`src/ophsf_pkg.sv`:
```
package ophsf_pkg;

  // output channels and field widths
  localparam int unsigned NUM_OUT   = 6;
  localparam int unsigned DIV_W     = 8;
  localparam int unsigned DDLY_W    = 4;
  localparam int unsigned REL_W     = 5;
  localparam int unsigned OS_W      = 4;
  localparam int unsigned ADDR_W    = 8;
  localparam int unsigned DATA_W    = 32;

  // register byte addresses
  localparam logic [7:0] ADDR_CTRL   = 8'h00;
  localparam logic [7:0] ADDR_PWR    = 8'h04;
  localparam logic [7:0] ADDR_CHAN0  = 8'h08;
  localparam logic [7:0] ADDR_STATUS = 8'h20;

  // control register field positions
  localparam int unsigned CTRL_QUAL_BIT  = 0;
  localparam int unsigned CTRL_FBEN_BIT  = 1;
  localparam int unsigned CTRL_SEL_LSB   = 2;
  localparam int unsigned CTRL_POL_BIT   = 5;
  localparam int unsigned CTRL_MODE_LSB  = 6;
  // power / exemption register field positions
  localparam int unsigned PWR_GPD_LSB    = 0;
  localparam int unsigned PWR_OPD_LSB    = 8;
  localparam int unsigned PWR_EXEMPT_LSB = 16;
  // status register field positions
  localparam int unsigned ST_BUSY_BIT    = 0;
  localparam int unsigned ST_PEND_BIT    = 1;
  localparam int unsigned ST_QOK_BIT     = 2;
  localparam int unsigned ST_ZD_BIT      = 3;
  localparam int unsigned ST_CONF_BIT    = 4;
  localparam int unsigned ST_HOLD_LSB    = 8;
  localparam int unsigned ST_LVL_LSB     = 16;

  // feedback selector codes: 0..5 pick an output, this one the external input
  localparam logic [2:0] FB_SEL_EXT    = 3'h6;
  // output group whose power-down gates qualification
  localparam int unsigned QUAL_GROUP   = 2;

  // device mode codes
  localparam logic [4:0] MODE_ZD_DUAL_INT  = 5'h02;
  localparam logic [4:0] MODE_DUAL_EXT     = 5'h03;
  localparam logic [4:0] MODE_ZD_DUAL_EXT  = 5'h05;
  localparam logic [4:0] MODE_ZD_SINGLE    = 5'h08;
  localparam logic [4:0] MODE_SINGLE_EXT   = 5'h0b;

  // sync timing in distribution cycles
  localparam logic [OS_W-1:0]  ONESHOT_CYCLES  = 4'h8;
  localparam logic [OS_W-1:0]  FORCE_LOW_DELAY = 4'h5;
  localparam logic [REL_W-1:0] RISE_BASE       = 5'h05;

  // reset values
  localparam logic [DIV_W-1:0]  DIV_RST  = 8'h02;
  localparam logic [DDLY_W-1:0] DDLY_RST = 4'h5;

  // per-output settings: half step, digital delay, divide
  typedef struct packed {
    logic              half_step_flag;
    logic [DDLY_W-1:0] digital_delay_count;
    logic [DIV_W-1:0]  output_divide_value;
  } ophsf_chan_t;

  localparam int unsigned CHAN_W = $bits(ophsf_chan_t);

  typedef struct packed {
    logic [4:0] device_mode;
    logic       sync_polarity_invert;
    logic [2:0] feedback_select;
    logic       feedback_mux_enable;
    logic       sync_qualify_select;
  } ophsf_ctrl_t;

  typedef enum logic [2:0] {
    OPHSF_IDLE,
    OPHSF_WAIT_F1,
    OPHSF_WAIT_F2,
    OPHSF_PULSE
  } ophsf_state_t;

  function automatic logic ophsf_zero_delay(input logic [4:0] mode);
    return (mode == MODE_ZD_DUAL_INT) || (mode == MODE_ZD_DUAL_EXT) ||
           (mode == MODE_ZD_SINGLE);
  endfunction

  function automatic logic ophsf_ext_vco(input logic [4:0] mode);
    return (mode == MODE_DUAL_EXT) || (mode == MODE_ZD_DUAL_EXT) ||
           (mode == MODE_SINGLE_EXT);
  endfunction

endpackage

```
`src/ophsf_top.sv`:
```
// Overview of operation
// - with qualify select set, each sync waits on edges of a chosen output
// - qualification needs the group two power-down bit at zero
// - selector powers and qualifies only while its enable bit is set
// - selector value one makes output one its own qualifying clock
// - sync-exempt outputs ignore sync and keep toggling
// - after sync the output takes the newly programmed delay and half step
// - a one-shot stretches every sync so any toggle timing works
// - one-shot starts after the second qualifying falling edge
// - synced outputs forced low five cycles after one-shot start
// - synced outputs rise five plus delay cycles after one-shot end
// - in dual-loop zero-delay modes the selected output drives the first loop divider
// - all synced outputs keep a fixed phase to the reference in zero-delay mode, offset by each one's digital delay
// - selector picks any group's output or the external feedback input
// - a powered-down output still feeds back while its group is powered
// - with an external oscillator, feedback must be internal
// - modes two, five and eight are the zero-delay configurations
`timescale 1ns/1ns
module ophsf_top (
  input  wire logic                          core_clk,
  input  wire logic                          rst_n,
  input  wire logic [ophsf_pkg::ADDR_W-1:0]  reg_addr,
  input  wire logic [ophsf_pkg::DATA_W-1:0]  reg_wdata,
  input  wire logic                          reg_wr,
  input  wire logic                          reg_rd,
  output logic      [ophsf_pkg::DATA_W-1:0]  reg_rdata,
  input  wire logic                          sync_pin,
  input  wire logic                          external_feedback_input,
  output logic      [ophsf_pkg::NUM_OUT-1:0] divided_clock_output,
  output logic      [ophsf_pkg::NUM_OUT-1:0] half_step_out,
  output logic                               first_loop_fb_clk,
  output logic                               second_loop_fb_clk
);

  localparam int unsigned N = ophsf_pkg::NUM_OUT;

  ophsf_pkg::ophsf_ctrl_t               ctrl_q;
  ophsf_pkg::ophsf_chan_t               chan_q [N];
  logic [N-1:0]                         gpd_q;
  logic [N-1:0]                         opd_q;
  logic [N-1:0]                         exempt_q;
  logic [ophsf_pkg::DATA_W-1:0]         rdata_q;
  logic                                 sync_meta_q;
  logic                                 sync_sync_q;
  logic                                 sync_lvl_q;
  logic                                 sync_evt;
  logic                                 pend_q;
  ophsf_pkg::ophsf_state_t              state_q;
  logic [ophsf_pkg::OS_W-1:0]           os_q;
  logic                                 qual_ok;
  logic                                 qclk;
  logic                                 qprev_q;
  logic                                 qfall;
  logic                                 take;
  logic                                 force_evt;
  logic                                 pulse_end;
  logic [N-1:0]                         hold_q;
  logic [N-1:0]                         hold_d;
  logic [N-1:0]                         busy_q;
  logic [N-1:0]                         busy_d;
  logic [ophsf_pkg::REL_W-1:0]          rel_q  [N];
  logic [ophsf_pkg::REL_W-1:0]          rel_d  [N];
  logic [ophsf_pkg::DIV_W-1:0]          dcnt_q [N];
  logic [ophsf_pkg::DIV_W-1:0]          dcnt_d [N];
  logic [N-1:0]                         lvl_q;
  logic [N-1:0]                         lvl_d;
  logic [N-1:0]                         out_q;
  logic [N-1:0]                         hs_q;
  logic [N-1:0]                         hs_d;
  logic                                 fb_src;
  logic                                 fb_conflict;
  logic                                 zd_mode;
  logic                                 first_fb_q;
  logic                                 second_fb_q;

  // high for the first half of the divide period; odd divides get the longer high half
  function automatic logic div_high(input logic [7:0] cnt, input logic [7:0] div);
    logic [8:0] half;
    half = ({1'b0, div} + 9'h001) >> 1;
    return ({1'b0, cnt} < half);
  endfunction

  // register writes
  always_ff @(posedge core_clk) begin
    if (!rst_n) begin
      ctrl_q   <= '0;
      gpd_q    <= '0;
      opd_q    <= '0;
      exempt_q <= '0;
      for (int i = 0; i < N; i++) begin
        chan_q[i] <= '{half_step_flag: 1'b0,
                       digital_delay_count: ophsf_pkg::DDLY_RST,
                       output_divide_value: ophsf_pkg::DIV_RST};
      end
    end else if (reg_wr) begin
      if (reg_addr == ophsf_pkg::ADDR_CTRL) begin
        ctrl_q <= reg_wdata[ophsf_pkg::CTRL_MODE_LSB+4:0];
      end
      if (reg_addr == ophsf_pkg::ADDR_PWR) begin
        gpd_q    <= reg_wdata[ophsf_pkg::PWR_GPD_LSB +: N];
        opd_q    <= reg_wdata[ophsf_pkg::PWR_OPD_LSB +: N];
        exempt_q <= reg_wdata[ophsf_pkg::PWR_EXEMPT_LSB +: N];
      end
      for (int i = 0; i < N; i++) begin
        if (reg_addr == ophsf_pkg::ADDR_CHAN0 + 8'(4 * i)) begin
          chan_q[i] <= reg_wdata[ophsf_pkg::CHAN_W-1:0];
        end
      end
    end
  end

  // register reads; unmapped addresses answer zero
  always_ff @(posedge core_clk) begin
    if (!rst_n) begin
      rdata_q <= '0;
    end else if (reg_rd) begin
      rdata_q <= '0;
      if (reg_addr == ophsf_pkg::ADDR_CTRL) begin
        rdata_q <= 32'(ctrl_q);
      end
      if (reg_addr == ophsf_pkg::ADDR_PWR) begin
        rdata_q[ophsf_pkg::PWR_GPD_LSB +: N]    <= gpd_q;
        rdata_q[ophsf_pkg::PWR_OPD_LSB +: N]    <= opd_q;
        rdata_q[ophsf_pkg::PWR_EXEMPT_LSB +: N] <= exempt_q;
      end
      for (int i = 0; i < N; i++) begin
        if (reg_addr == ophsf_pkg::ADDR_CHAN0 + 8'(4 * i)) begin
          rdata_q <= 32'(chan_q[i]);
        end
      end
      if (reg_addr == ophsf_pkg::ADDR_STATUS) begin
        rdata_q[ophsf_pkg::ST_BUSY_BIT]         <= (state_q != ophsf_pkg::OPHSF_IDLE);
        rdata_q[ophsf_pkg::ST_PEND_BIT]         <= pend_q;
        rdata_q[ophsf_pkg::ST_QOK_BIT]          <= qual_ok;
        rdata_q[ophsf_pkg::ST_ZD_BIT]           <= zd_mode;
        rdata_q[ophsf_pkg::ST_CONF_BIT]         <= fb_conflict;
        rdata_q[ophsf_pkg::ST_HOLD_LSB +: N]    <= hold_q;
        rdata_q[ophsf_pkg::ST_LVL_LSB +: N]     <= lvl_q;
      end
    end
  end

  // two-flop synchroniser, then polarity applied after the second stage
  always_ff @(posedge core_clk) begin
    if (!rst_n) begin
      sync_meta_q <= 1'b0;
      sync_sync_q <= 1'b0;
      sync_lvl_q  <= 1'b0;
    end else begin
      sync_meta_q <= sync_pin;
      sync_sync_q <= sync_meta_q;
      sync_lvl_q  <= sync_sync_q ^ ctrl_q.sync_polarity_invert;
    end
  end

  // a rising effective level is one request, whether from pin or polarity bit
  assign sync_evt = (sync_sync_q ^ ctrl_q.sync_polarity_invert) & ~sync_lvl_q;

  // qualifier usable only with the selector enabled and group two powered
  assign qual_ok = ctrl_q.feedback_mux_enable && !gpd_q[ophsf_pkg::QUAL_GROUP] &&
                   (ctrl_q.feedback_select < 3'(N));
  // the selected output is its own qualifier when it is the one being moved
  assign qclk  = (ctrl_q.feedback_select < 3'(N)) ? lvl_q[ctrl_q.feedback_select] :
                 1'b0;
  assign qfall = qprev_q & ~qclk;
  assign take  = (state_q == ophsf_pkg::OPHSF_IDLE) && (sync_evt || pend_q);
  assign force_evt = (state_q == ophsf_pkg::OPHSF_PULSE) &&
                     (os_q == ophsf_pkg::FORCE_LOW_DELAY - 4'h1);
  assign pulse_end = (state_q == ophsf_pkg::OPHSF_PULSE) &&
                     (os_q == ophsf_pkg::ONESHOT_CYCLES - 4'h1);

  // a request that lands while a sync is in flight is kept, not lost
  always_ff @(posedge core_clk) begin
    if (!rst_n) begin
      pend_q <= 1'b0;
    end else if (sync_evt && state_q != ophsf_pkg::OPHSF_IDLE) begin
      pend_q <= 1'b1;
    end else if (take) begin
      pend_q <= 1'b0;
    end
  end

  // sync sequencer: latch, two qualifying falls, fixed-width one-shot
  always_ff @(posedge core_clk) begin
    if (!rst_n) begin
      state_q <= ophsf_pkg::OPHSF_IDLE;
      os_q    <= '0;
      qprev_q <= 1'b0;
    end else begin
      qprev_q <= qclk;
      case (state_q)
        ophsf_pkg::OPHSF_IDLE: begin
          os_q <= '0;
          if (take) begin
            if (!ctrl_q.sync_qualify_select) begin
              state_q <= ophsf_pkg::OPHSF_PULSE;
            end else if (qual_ok) begin
              state_q <= ophsf_pkg::OPHSF_WAIT_F1;
            end
            // qualified request with no usable qualifier is dropped
          end
        end
        ophsf_pkg::OPHSF_WAIT_F1: begin
          if (qfall) begin
            state_q <= ophsf_pkg::OPHSF_WAIT_F2;
          end
        end
        ophsf_pkg::OPHSF_WAIT_F2: begin
          if (qfall) begin
            state_q <= ophsf_pkg::OPHSF_PULSE;
          end
        end
        ophsf_pkg::OPHSF_PULSE: begin
          // width is fixed here, so the input needs no timing of its own
          if (pulse_end) begin
            state_q <= ophsf_pkg::OPHSF_IDLE;
          end else begin
            os_q <= os_q + 4'h1;
          end
        end
        default: begin
          state_q <= ophsf_pkg::OPHSF_IDLE;
        end
      endcase
    end
  end

  // per-output divider, force-low and delayed restart
  always_comb begin
    for (int i = 0; i < N; i++) begin
      hold_d[i] = hold_q[i];
      busy_d[i] = busy_q[i];
      rel_d[i]  = rel_q[i];
      dcnt_d[i] = dcnt_q[i];
      hs_d[i]   = hs_q[i];
      if (gpd_q[i]) begin
        hold_d[i] = 1'b0;
        busy_d[i] = 1'b0;
        dcnt_d[i] = '0;
      end else if (force_evt && !exempt_q[i]) begin
        hold_d[i] = 1'b1;
      end else if (pulse_end && hold_q[i]) begin
        // common base for every synced output keeps them aligned to each other
        busy_d[i] = 1'b1;
        rel_d[i]  = ophsf_pkg::RISE_BASE +
                    5'(chan_q[i].digital_delay_count);
      end else if (busy_q[i]) begin
        if (rel_q[i] == 5'h01) begin
          busy_d[i] = 1'b0;
          hold_d[i] = 1'b0;
          dcnt_d[i] = '0;
          hs_d[i]   = chan_q[i].half_step_flag;
        end else begin
          rel_d[i] = rel_q[i] - 5'h01;
        end
      end else if (!hold_q[i]) begin
        if ({1'b0, dcnt_q[i]} + 9'h001 >= {1'b0, chan_q[i].output_divide_value}) begin
          dcnt_d[i] = '0;
        end else begin
          dcnt_d[i] = dcnt_q[i] + 8'h01;
        end
      end
      lvl_d[i] = !hold_d[i] && !gpd_q[i] &&
                 div_high(dcnt_d[i], chan_q[i].output_divide_value);
    end
  end

  // pin power-down gates only the pin, so a dark output can still feed back
  always_ff @(posedge core_clk) begin
    if (!rst_n) begin
      hold_q <= '0;
      busy_q <= '0;
      lvl_q  <= '0;
      out_q  <= '0;
      hs_q   <= '0;
      for (int i = 0; i < N; i++) begin
        rel_q[i]  <= '0;
        dcnt_q[i] <= '0;
      end
    end else begin
      hold_q <= hold_d;
      busy_q <= busy_d;
      lvl_q  <= lvl_d;
      out_q  <= lvl_d & ~opd_q;
      hs_q   <= hs_d;
      for (int i = 0; i < N; i++) begin
        rel_q[i]  <= rel_d[i];
        dcnt_q[i] <= dcnt_d[i];
      end
    end
  end

  // feedback selector: an internal output level or the external input
  assign zd_mode     = ophsf_pkg::ophsf_zero_delay(ctrl_q.device_mode);
  assign fb_conflict = (ctrl_q.feedback_select == ophsf_pkg::FB_SEL_EXT) &&
                       ophsf_pkg::ophsf_ext_vco(ctrl_q.device_mode);
  always_comb begin
    fb_src = 1'b0;
    if (ctrl_q.feedback_select < 3'(N)) begin
      fb_src = lvl_q[ctrl_q.feedback_select];
    end else if (ctrl_q.feedback_select == ophsf_pkg::FB_SEL_EXT && !fb_conflict) begin
      fb_src = external_feedback_input;
    end
  end

  // dual-loop zero-delay modes feed the first loop, single-loop zero-delay mode feeds the second
  always_ff @(posedge core_clk) begin
    if (!rst_n) begin
      first_fb_q  <= 1'b0;
      second_fb_q <= 1'b0;
    end else begin
      first_fb_q  <= ctrl_q.feedback_mux_enable && zd_mode &&
                     (ctrl_q.device_mode != ophsf_pkg::MODE_ZD_SINGLE) && fb_src;
      second_fb_q <= ctrl_q.feedback_mux_enable &&
                     (ctrl_q.device_mode == ophsf_pkg::MODE_ZD_SINGLE) && fb_src;
    end
  end

  assign reg_rdata            = rdata_q;
  assign divided_clock_output = out_q;
  assign half_step_out        = hs_q;
  assign first_loop_fb_clk    = first_fb_q;
  assign second_loop_fb_clk   = second_fb_q;
endmodule
```
`config.mk`:
```
export PLATFORM = sky130hd
export DESIGN_NAME = ophsf_top
export DESIGN_NICKNAME = d
export VERILOG_FILES = /design/src/ophsf_pkg.sv /design/src/ophsf_top.sv
export SDC_FILE = /design/constraint.sdc
export NUM_CORES = 1
export LEC_CHECK = 0
export BUFFER_PORTS_ARGS = -buffer_cell sky130_fd_sc_hd__buf_2
export CORE_UTILIZATION = 48
export DETAILED_ROUTE_END_ITERATION = 16
export PLACE_DENSITY = 0.68
export SLEW_MARGIN = 20
export SYNTH_ARGS = -nofsm -noshare
export SYNTH_HDL_FRONTEND = slang
export SYNTH_SLANG_ARGS = --single-unit
```
`constraint.sdc`:
```
create_clock -name core_clk -period 3.8 [get_ports core_clk]
set_clock_uncertainty 0.05 [all_clocks]
set_input_delay 0.19 -clock core_clk [delete_from_list [all_inputs] [get_ports core_clk]]
set_output_delay 0.19 -clock core_clk [all_outputs]
set_load 0.05 [all_outputs]
```
==> out/results.tsv, run 1 <==
metric	value	unit
ys_seq_area_share	35.62	%
track_usage	29.94	%
ys_top_cells_by_area	dfxtp_1 (21%), edfxtp_1 (15%), ha_1 (9.8%)	
wl	51840	microns
ir_drop	0.3212	mV
drt_iter0_markers	1470	
die_x	185.3	microns
synthCells	1901	
numPortBuffers	67	
clk_pin_slew	0.06	ns
post-route-period-util	100.9	%
via_per_inst	6.090	
critPathCaptureType	flip-flop	
final_cell_mix	nor2_1 (182), nand2_1 (171), dfxtp_1 (155)	
overflow	0	
avgRoutedWirePerCell	20.70	microns
report.power.total	6.777	mW
status	complete, but fails checks	
cts_buffers	29	
yosys_warnings	0	
grt_pass1_wl	79290	microns
fmax	0.2608	GHz
worstHoldStart	external_feedback_input	
hp-class	primary input to flip-flop	
fin_tns_setup	-0.03481	ns
gp_congestion	1.018	
relSlewSlack	21.54	%
path_class	flip-flop to flip-flop	
antenna_found_initial	1	
num_vias	15250	
fin_util	58.25	%
hold_viol_final	0	
drc	0	
leakage	7.639	nW
async_flop_share	0	%
cp.required	4.24	ns
cts_tree	built	
violations	negative setup slack	
layout.nets	2211	
area_growth	18.38	%
synth_top_area_cell	dfxtp_1	
synth_edf_count	78	
syn_area	0.01613	sq mm
ys_seq_elements	248	
r2r_setup_slack	-0.03	ns
setup_violations	1	
htree_num_levels	1	
numPlacedInstances	2408	
worstReg2RegStart	dcnt_q[4][3]	
cts_buffer_depth	3	
reg2reg_depth	18	
drive_above_1_share	17.22	%
whs_path_depth	4	
chipHeight	185.3	microns
rows	66	
synth_top_area_share	21.10	%
die-area	0.03434	sq mm
place_ws	-0.1510	ns
worstMarginPinSlew	1.173	ns
grt_max_degree	45	
clk_latency	0.56	ns
power.density	354.9	mW/mm^2
io_pins	92	
clkSinkCount	248	
cts_root_buffer	clkbuf_16	
initial_utilization	49.20	%
grt_pass1_vias	14235	
drv_cap	0	
firstDrtPassIters	6	
min_delay_worst_endpoint	first_loop_fb_clk	
final_common_cell	nor2_1	
worstPathArrival	4.27	ns
stdcell_count	2504	
dp_hpwl	37550	microns
start_kind	flip-flop	
drv_slew	0	
syn_area_per_cell	8.485	sq um
coreArea	0.03278	sq mm
setup_slack	-0.03481	ns
path_max_fanout	7	
synth-main-ff-cell	dfxtp_1	
post-route-min-period	3.835	ns
antenna_left	0	
rsz0062_at_grt	true	
worst_r2r_endpoint	divided_clock_output[4]	
synthDistinctLibCells	97	
==> critical path, stage by stage, from the launching register on <==
cell	delay, ns
dfxtp_2	0.34
nand3_2	0.08
or2_4	0.24
and2_4	0.16
or2_4	0.23
ha_4	0.22
a211oi_2	0.16
nor2_1	0.07
or4_4	0.51
a21oi_4	0.25
nand4b_1	0.19
a21oi_2	0.19
ha_1	0.25
o21ai_1	0.15
a21oi_2	0.08
nand2_2	0.10
a21oi_2	0.04
nor4_2	0.26
o311a_1	0.22
==> synthesized netlist by cell type (16+ instances only) <==
master,instances
buf_2,23
ha_1,126
xor2_1,28
nor2_1,188
and2_1,71
mux2i_1,20
edfxtp_1,78
a211oi_1,36
a21oi_1,126
o21ai_0,100
clkbuf_1,52
nand4_1,30
o22ai_1,17
nor3_1,54
nand2b_1,41
inv_1,91
and3_1,17
or3_1,16
xnor2_1,55
a22oi_1,32
nand3_1,72
dfxtp_1,170
nand2_1,172
==> power breakdown <==
group / switching, mW / internal, mW
sequential: 0.111 / 2.82
clock: 1.16 / 1.76
combinational: 0.571 / 0.352
total: 1.84 / 4.94
==> what timing repair did <==
item / 4_1_cts / 5_1_grt
gates resized for setup: 18 / 84
pin swaps: 17 / 58
hold buffers: 21 / 0
setup buffers: 6 / 15
setup endpoints to repair: 4 / 12
hold endpoints to repair: 29 / 0
==> cells by family (layout without fill, tap and decap cells) <==
family | after synthesis | after routing | synth area share [%]
adder cells (fa/ha/maj) | 126 | 126 | 9.773
AO/OA/AOI/OAI | 472 | 472 | 19.56
XOR/XNOR | 83 | 83 | 4.507
AND/OR/NAND/NOR | 756 | 756 | 23.57
buffers and inverters | 185 | 334 | 4.856
flip-flops | 248 | 248 | 35.62
other | 1 | 13 | 0.02325
multiplexers | 30 | 30 | 2.094
==> stage by stage <==
stage	hold WS (ns)	instance area [sq um]
3_3_place_gp	0.3498	17290
6_report	0.06204	19100
4_1_cts	0.04777	18600
2_1_floorplan	0.2673	16240
5_1_grt	0.08805	19090
3_5_place_dp	0.3580	17290
==> flip-flops by register name, indices dropped and copies added, names as in the netlist, 6 cells and up <==
| signal | count |
|---|---|
| chan_q | 78 |
| dcnt_q | 48 |
| rel_q | 30 |
| reg_rdata | 20 |
| ctrl_q | 11 |
| busy_q | 6 |
| divided_clock_output | 6 |
| exempt_q | 6 |
| gpd_q | 6 |
| half_step_out | 6 |
| hold_q | 6 |
| lvl_q | 6 |
| opd_q | 6 |
==> final cells by class <==
| class | count | area [sq um] |
|---|---|---|
| fill | 2939 | 13690 |
| sequential | 248 | 5767 |
| tap | 442 | 553.0 |
| timing repair buffer | 188 | 1315 |
| antenna | 1 | 2.502 |
| clock inverter | 13 | 175.2 |
| multi-input combinational | 1479 | 10120 |
| clock buffer | 40 | 812.0 |
| inverter | 93 | 349.1 |
==> routing by layer <==
| metal | global-route usage [%] | up-vias | share of wire, % |
|---|---|---|---|
| met4 | 10.48 | 0 | 3.2 |
| li1 | - | 7180 | - |
| met2 | 47.66 | 675 | 45 |
| met3 | 4.699 | 111 | 9.0 |
| met1 | 40.95 | 7284 | 43 |
| met5 | 0 | - | 0 |
==> how the worst max path moves through the flow <==
| stage | from | to | cells past startpoint |
|---|---|---|---|
| 5_1_grt | dcnt_q[4][0] | divided_clock_output[4] | 19 |
| 3_5_place_dp | dcnt_q[4][4] | divided_clock_output[4] | 18 |
| 6_report | dcnt_q[4][3] | divided_clock_output[4] | 18 |
| 4_1_cts | dcnt_q[4][3] | divided_clock_output[4] | 17 |
| 2_1_floorplan | dcnt_q[4][2] | divided_clock_output[4] | 18 |
| 3_3_place_gp | dcnt_q[4][2] | divided_clock_output[4] | 18 |
Power figures use the tool's default switching activity.
==> inputs of run 2 (changes only) <==
- CELL_PAD_IN_SITES_DETAIL_PLACEMENT: default -> 0
- CELL_PAD_IN_SITES_GLOBAL_PLACEMENT: default -> 1
- CORE_UTILIZATION: 48 -> 43
- CTS_CLUSTER_DIAMETER: default -> 40
- PLACE_DENSITY: 0.68 -> default
- PLACE_DENSITY_LB_ADDON: default -> 0.1
==> run 2 against run 1 <==
Effect of this change:
- highest routed layer is now met5
- the run still ends with negative setup slack left
- sequential power about the same
- core utilization down 3.5 points
- total power up 23%
- critical path type unchanged
==> out/results.tsv, run 2 (same netlist as run 1, synthesis figures left out) <==
metric	value	unit
drt_iter0_markers	1150	
place_ws	-0.2264	ns
grt_pass1_vias	14390	
final_cell_mix	nor2_1 (185), nand2_1 (171), dfxtp_1 (157)	
status	complete, but fails checks	
crit_family	simple AND/OR/NAND/NOR gates	
crit_top_cell	buf_4	
hold_viol_final	0	
numPortBuffers	67	
cp_cell_sequence	nand3_2, or2_4, and2_4, or2_4, ha_4, a211oi_2, nor2_1, or4_4, a21oi_4, buf_6, buf_4, buf_4, buf_4, a32oi_1, nor2_1, ha_1, nand2_2, a21oi_2, nor4_2, o311a_1	
initial_utilization	43.85	%
rsz0062_at_grt	true	
reg2reg_depth	20	
fin_tns_setup	-0.3308	ns
dp_hpwl	40680	microns
num_vias	15213	
grt_max_degree	41	
io_pins	92	
numPlacedInstances	2469	
wl	55320	microns
cp.required	4.27	ns
regMostFlops	chan_q	
coreArea	0.03679	sq mm
antenna_left	0	
power.density	413.9	mW/mm^2
critPathCapture	divided_clock_output[4]	
via_per_inst	5.820	
worstPathArrival	4.41	ns
cts_root_buffer	clkbuf_16	
r2r_setup_slack	-0.14	ns
antenna_found_initial	2	
ir_drop	0.3589	mV
worstMarginPinSlew	0.8873	ns
chipHeight	195.7	microns
path_depth	20	
drv_slew	0	
path_class	flip-flop to flip-flop	
critPathCaptureType	flip-flop	
antennaDiodeCount	0	
timing.hold.ws	0.1019	ns
overflow	0	
avgRoutedWirePerCell	21.16	microns
gp_congestion	0.9847	
cts_buffer_depth	3	
drive_above_1_share	20.08	%
htree_num_levels	2	
fmax	0.2538	GHz
critPathBufInv	4	
final_common_cell	nor2_1	
worst_r2r_endpoint	divided_clock_output[4]	
post_dp_cell_area	0.01759	sq mm
setup_violations	5	
fillers	3399	
clk_pin_slew	0.05	ns
post-route-period-util	103.7	%
worstReg2RegStart	dcnt_q[4][4]	
crit_path_start	dcnt_q[4][4]	
reg.largest.list	chan_q (78), dcnt_q (48), rel_q (30)	
drc	0	
slowest_stage	or4_4	
firstDrtPassIters	5	
clk_latency	0.58	ns
path_max_fanout	3	
die-area	0.03829	sq mm
violations	negative setup slack	
layout.nets	2277	
setup_slack	-0.1396	ns
drv_cap	0	
grt_pass1_wl	83150	microns
relSlewSlack	40.30	%
track_usage	28.48	%
rows	70	
leakage	8.230	nW
stdcell_count	2614	
cts_buffers	50	
cts_tree	built	
fin_area	0.02015	sq mm
largest_reg_flops	78	
multi_input_area	0.01003	sq mm
critPathMaxStageDelay	0.51	ns
seqCellArea	0.005764	sq mm
hp-class	primary input to flip-flop	
post-route-min-period	3.940	ns
clkSinkCount	248	
area_growth	24.89	%
die_x	195.7	microns
start_kind	flip-flop	
-- run 2: cell count changes in the layout (fill, tap and decap cells not counted), sizes merged --
cell         previous run  this run
buf                   167       211
inv                    93       112
clkbuf                 40        55
clkinv                  5        13
bufinv                  4         2
diode                   1         0
dlygate4sd3            21        22
-- run 2: final cells by class --
| type | instances | share of cell area, % |
|---|---|---|
| Sequential cell | 248 | 28.61 |
| Multi-Input combinational cell | 1479 | 49.79 |
| Clock inverter | 38 | 1.820 |
| Tap cell | 468 | 2.907 |
| Inverter | 93 | 1.733 |
| Timing Repair Buffer | 233 | 8.465 |
| Clock buffer | 55 | 6.670 |
-- run 2: worst min-delay path by stage --
stage | startpoint | endpoint | slack [ns] | cells past startpoint
floorplan | sync_pin | sync_meta_q | 0.27 | 1
global placement | sync_pin | sync_meta_q | 0.36 | 2
detailed placement | sync_pin | sync_meta_q | 0.36 | 2
CTS | external_feedback_input | second_loop_fb_clk | 0.06 | 4
global route | external_feedback_input | second_loop_fb_clk | 0.09 | 4
finish | external_feedback_input | second_loop_fb_clk | 0.10 | 4
-- run 2: per-stage QoR --
stage / util, % / power (mW)
floorplan: - / 3.530
global placement: 47.83 / 3.839
detailed placement: 47.83 / 3.852
CTS: 53.63 / 8.366
global route: 54.77 / 8.631
finish: 54.77 / 8.339
-- run 2: worst reg2reg max path, cell delays in order, from the launching register on --
cell      delay (ns)
dfxtp_2         0.33
nand3_2         0.08
or2_4           0.24
and2_4          0.16
or2_4           0.23
ha_4            0.22
a211oi_2        0.18
nor2_1          0.07
or4_4           0.51
a21oi_4         0.20
buf_6           0.13
buf_4           0.09
buf_4           0.09
buf_4           0.11
a32oi_1         0.15
nor2_1          0.15
ha_1            0.25
nand2_2         0.10
a21oi_2         0.04
nor4_2          0.27
o311a_1         0.22
-- run 2: layer usage --
metal	part of all wire [%]	wire length (microns)	global-route usage, %
met1	44	24280	38.41
met2	45	24990	45.30
met3	7.6	4219	5.209
met4	3.3	1819	10.88
met5	0.031	17	0
-- run 2: power by group --
part	internal, mW	switching (mW)
Combinational	0.372	0.577
Sequential	2.83	0.116
Clock	2.77	1.68
Total	5.97	2.37
-- run 2: what timing repair did --
| item | in CTS | in global routing |
|---|---|---|
| setup endpoints to repair | 4 | 13 |
| pin swaps | 21 | 47 |
| buffers inserted | 18 | 13 |
| hold buffers | 22 | 0 |
| gates resized for setup | 20 | 77 |
| hold endpoints to repair | 37 | 0 |
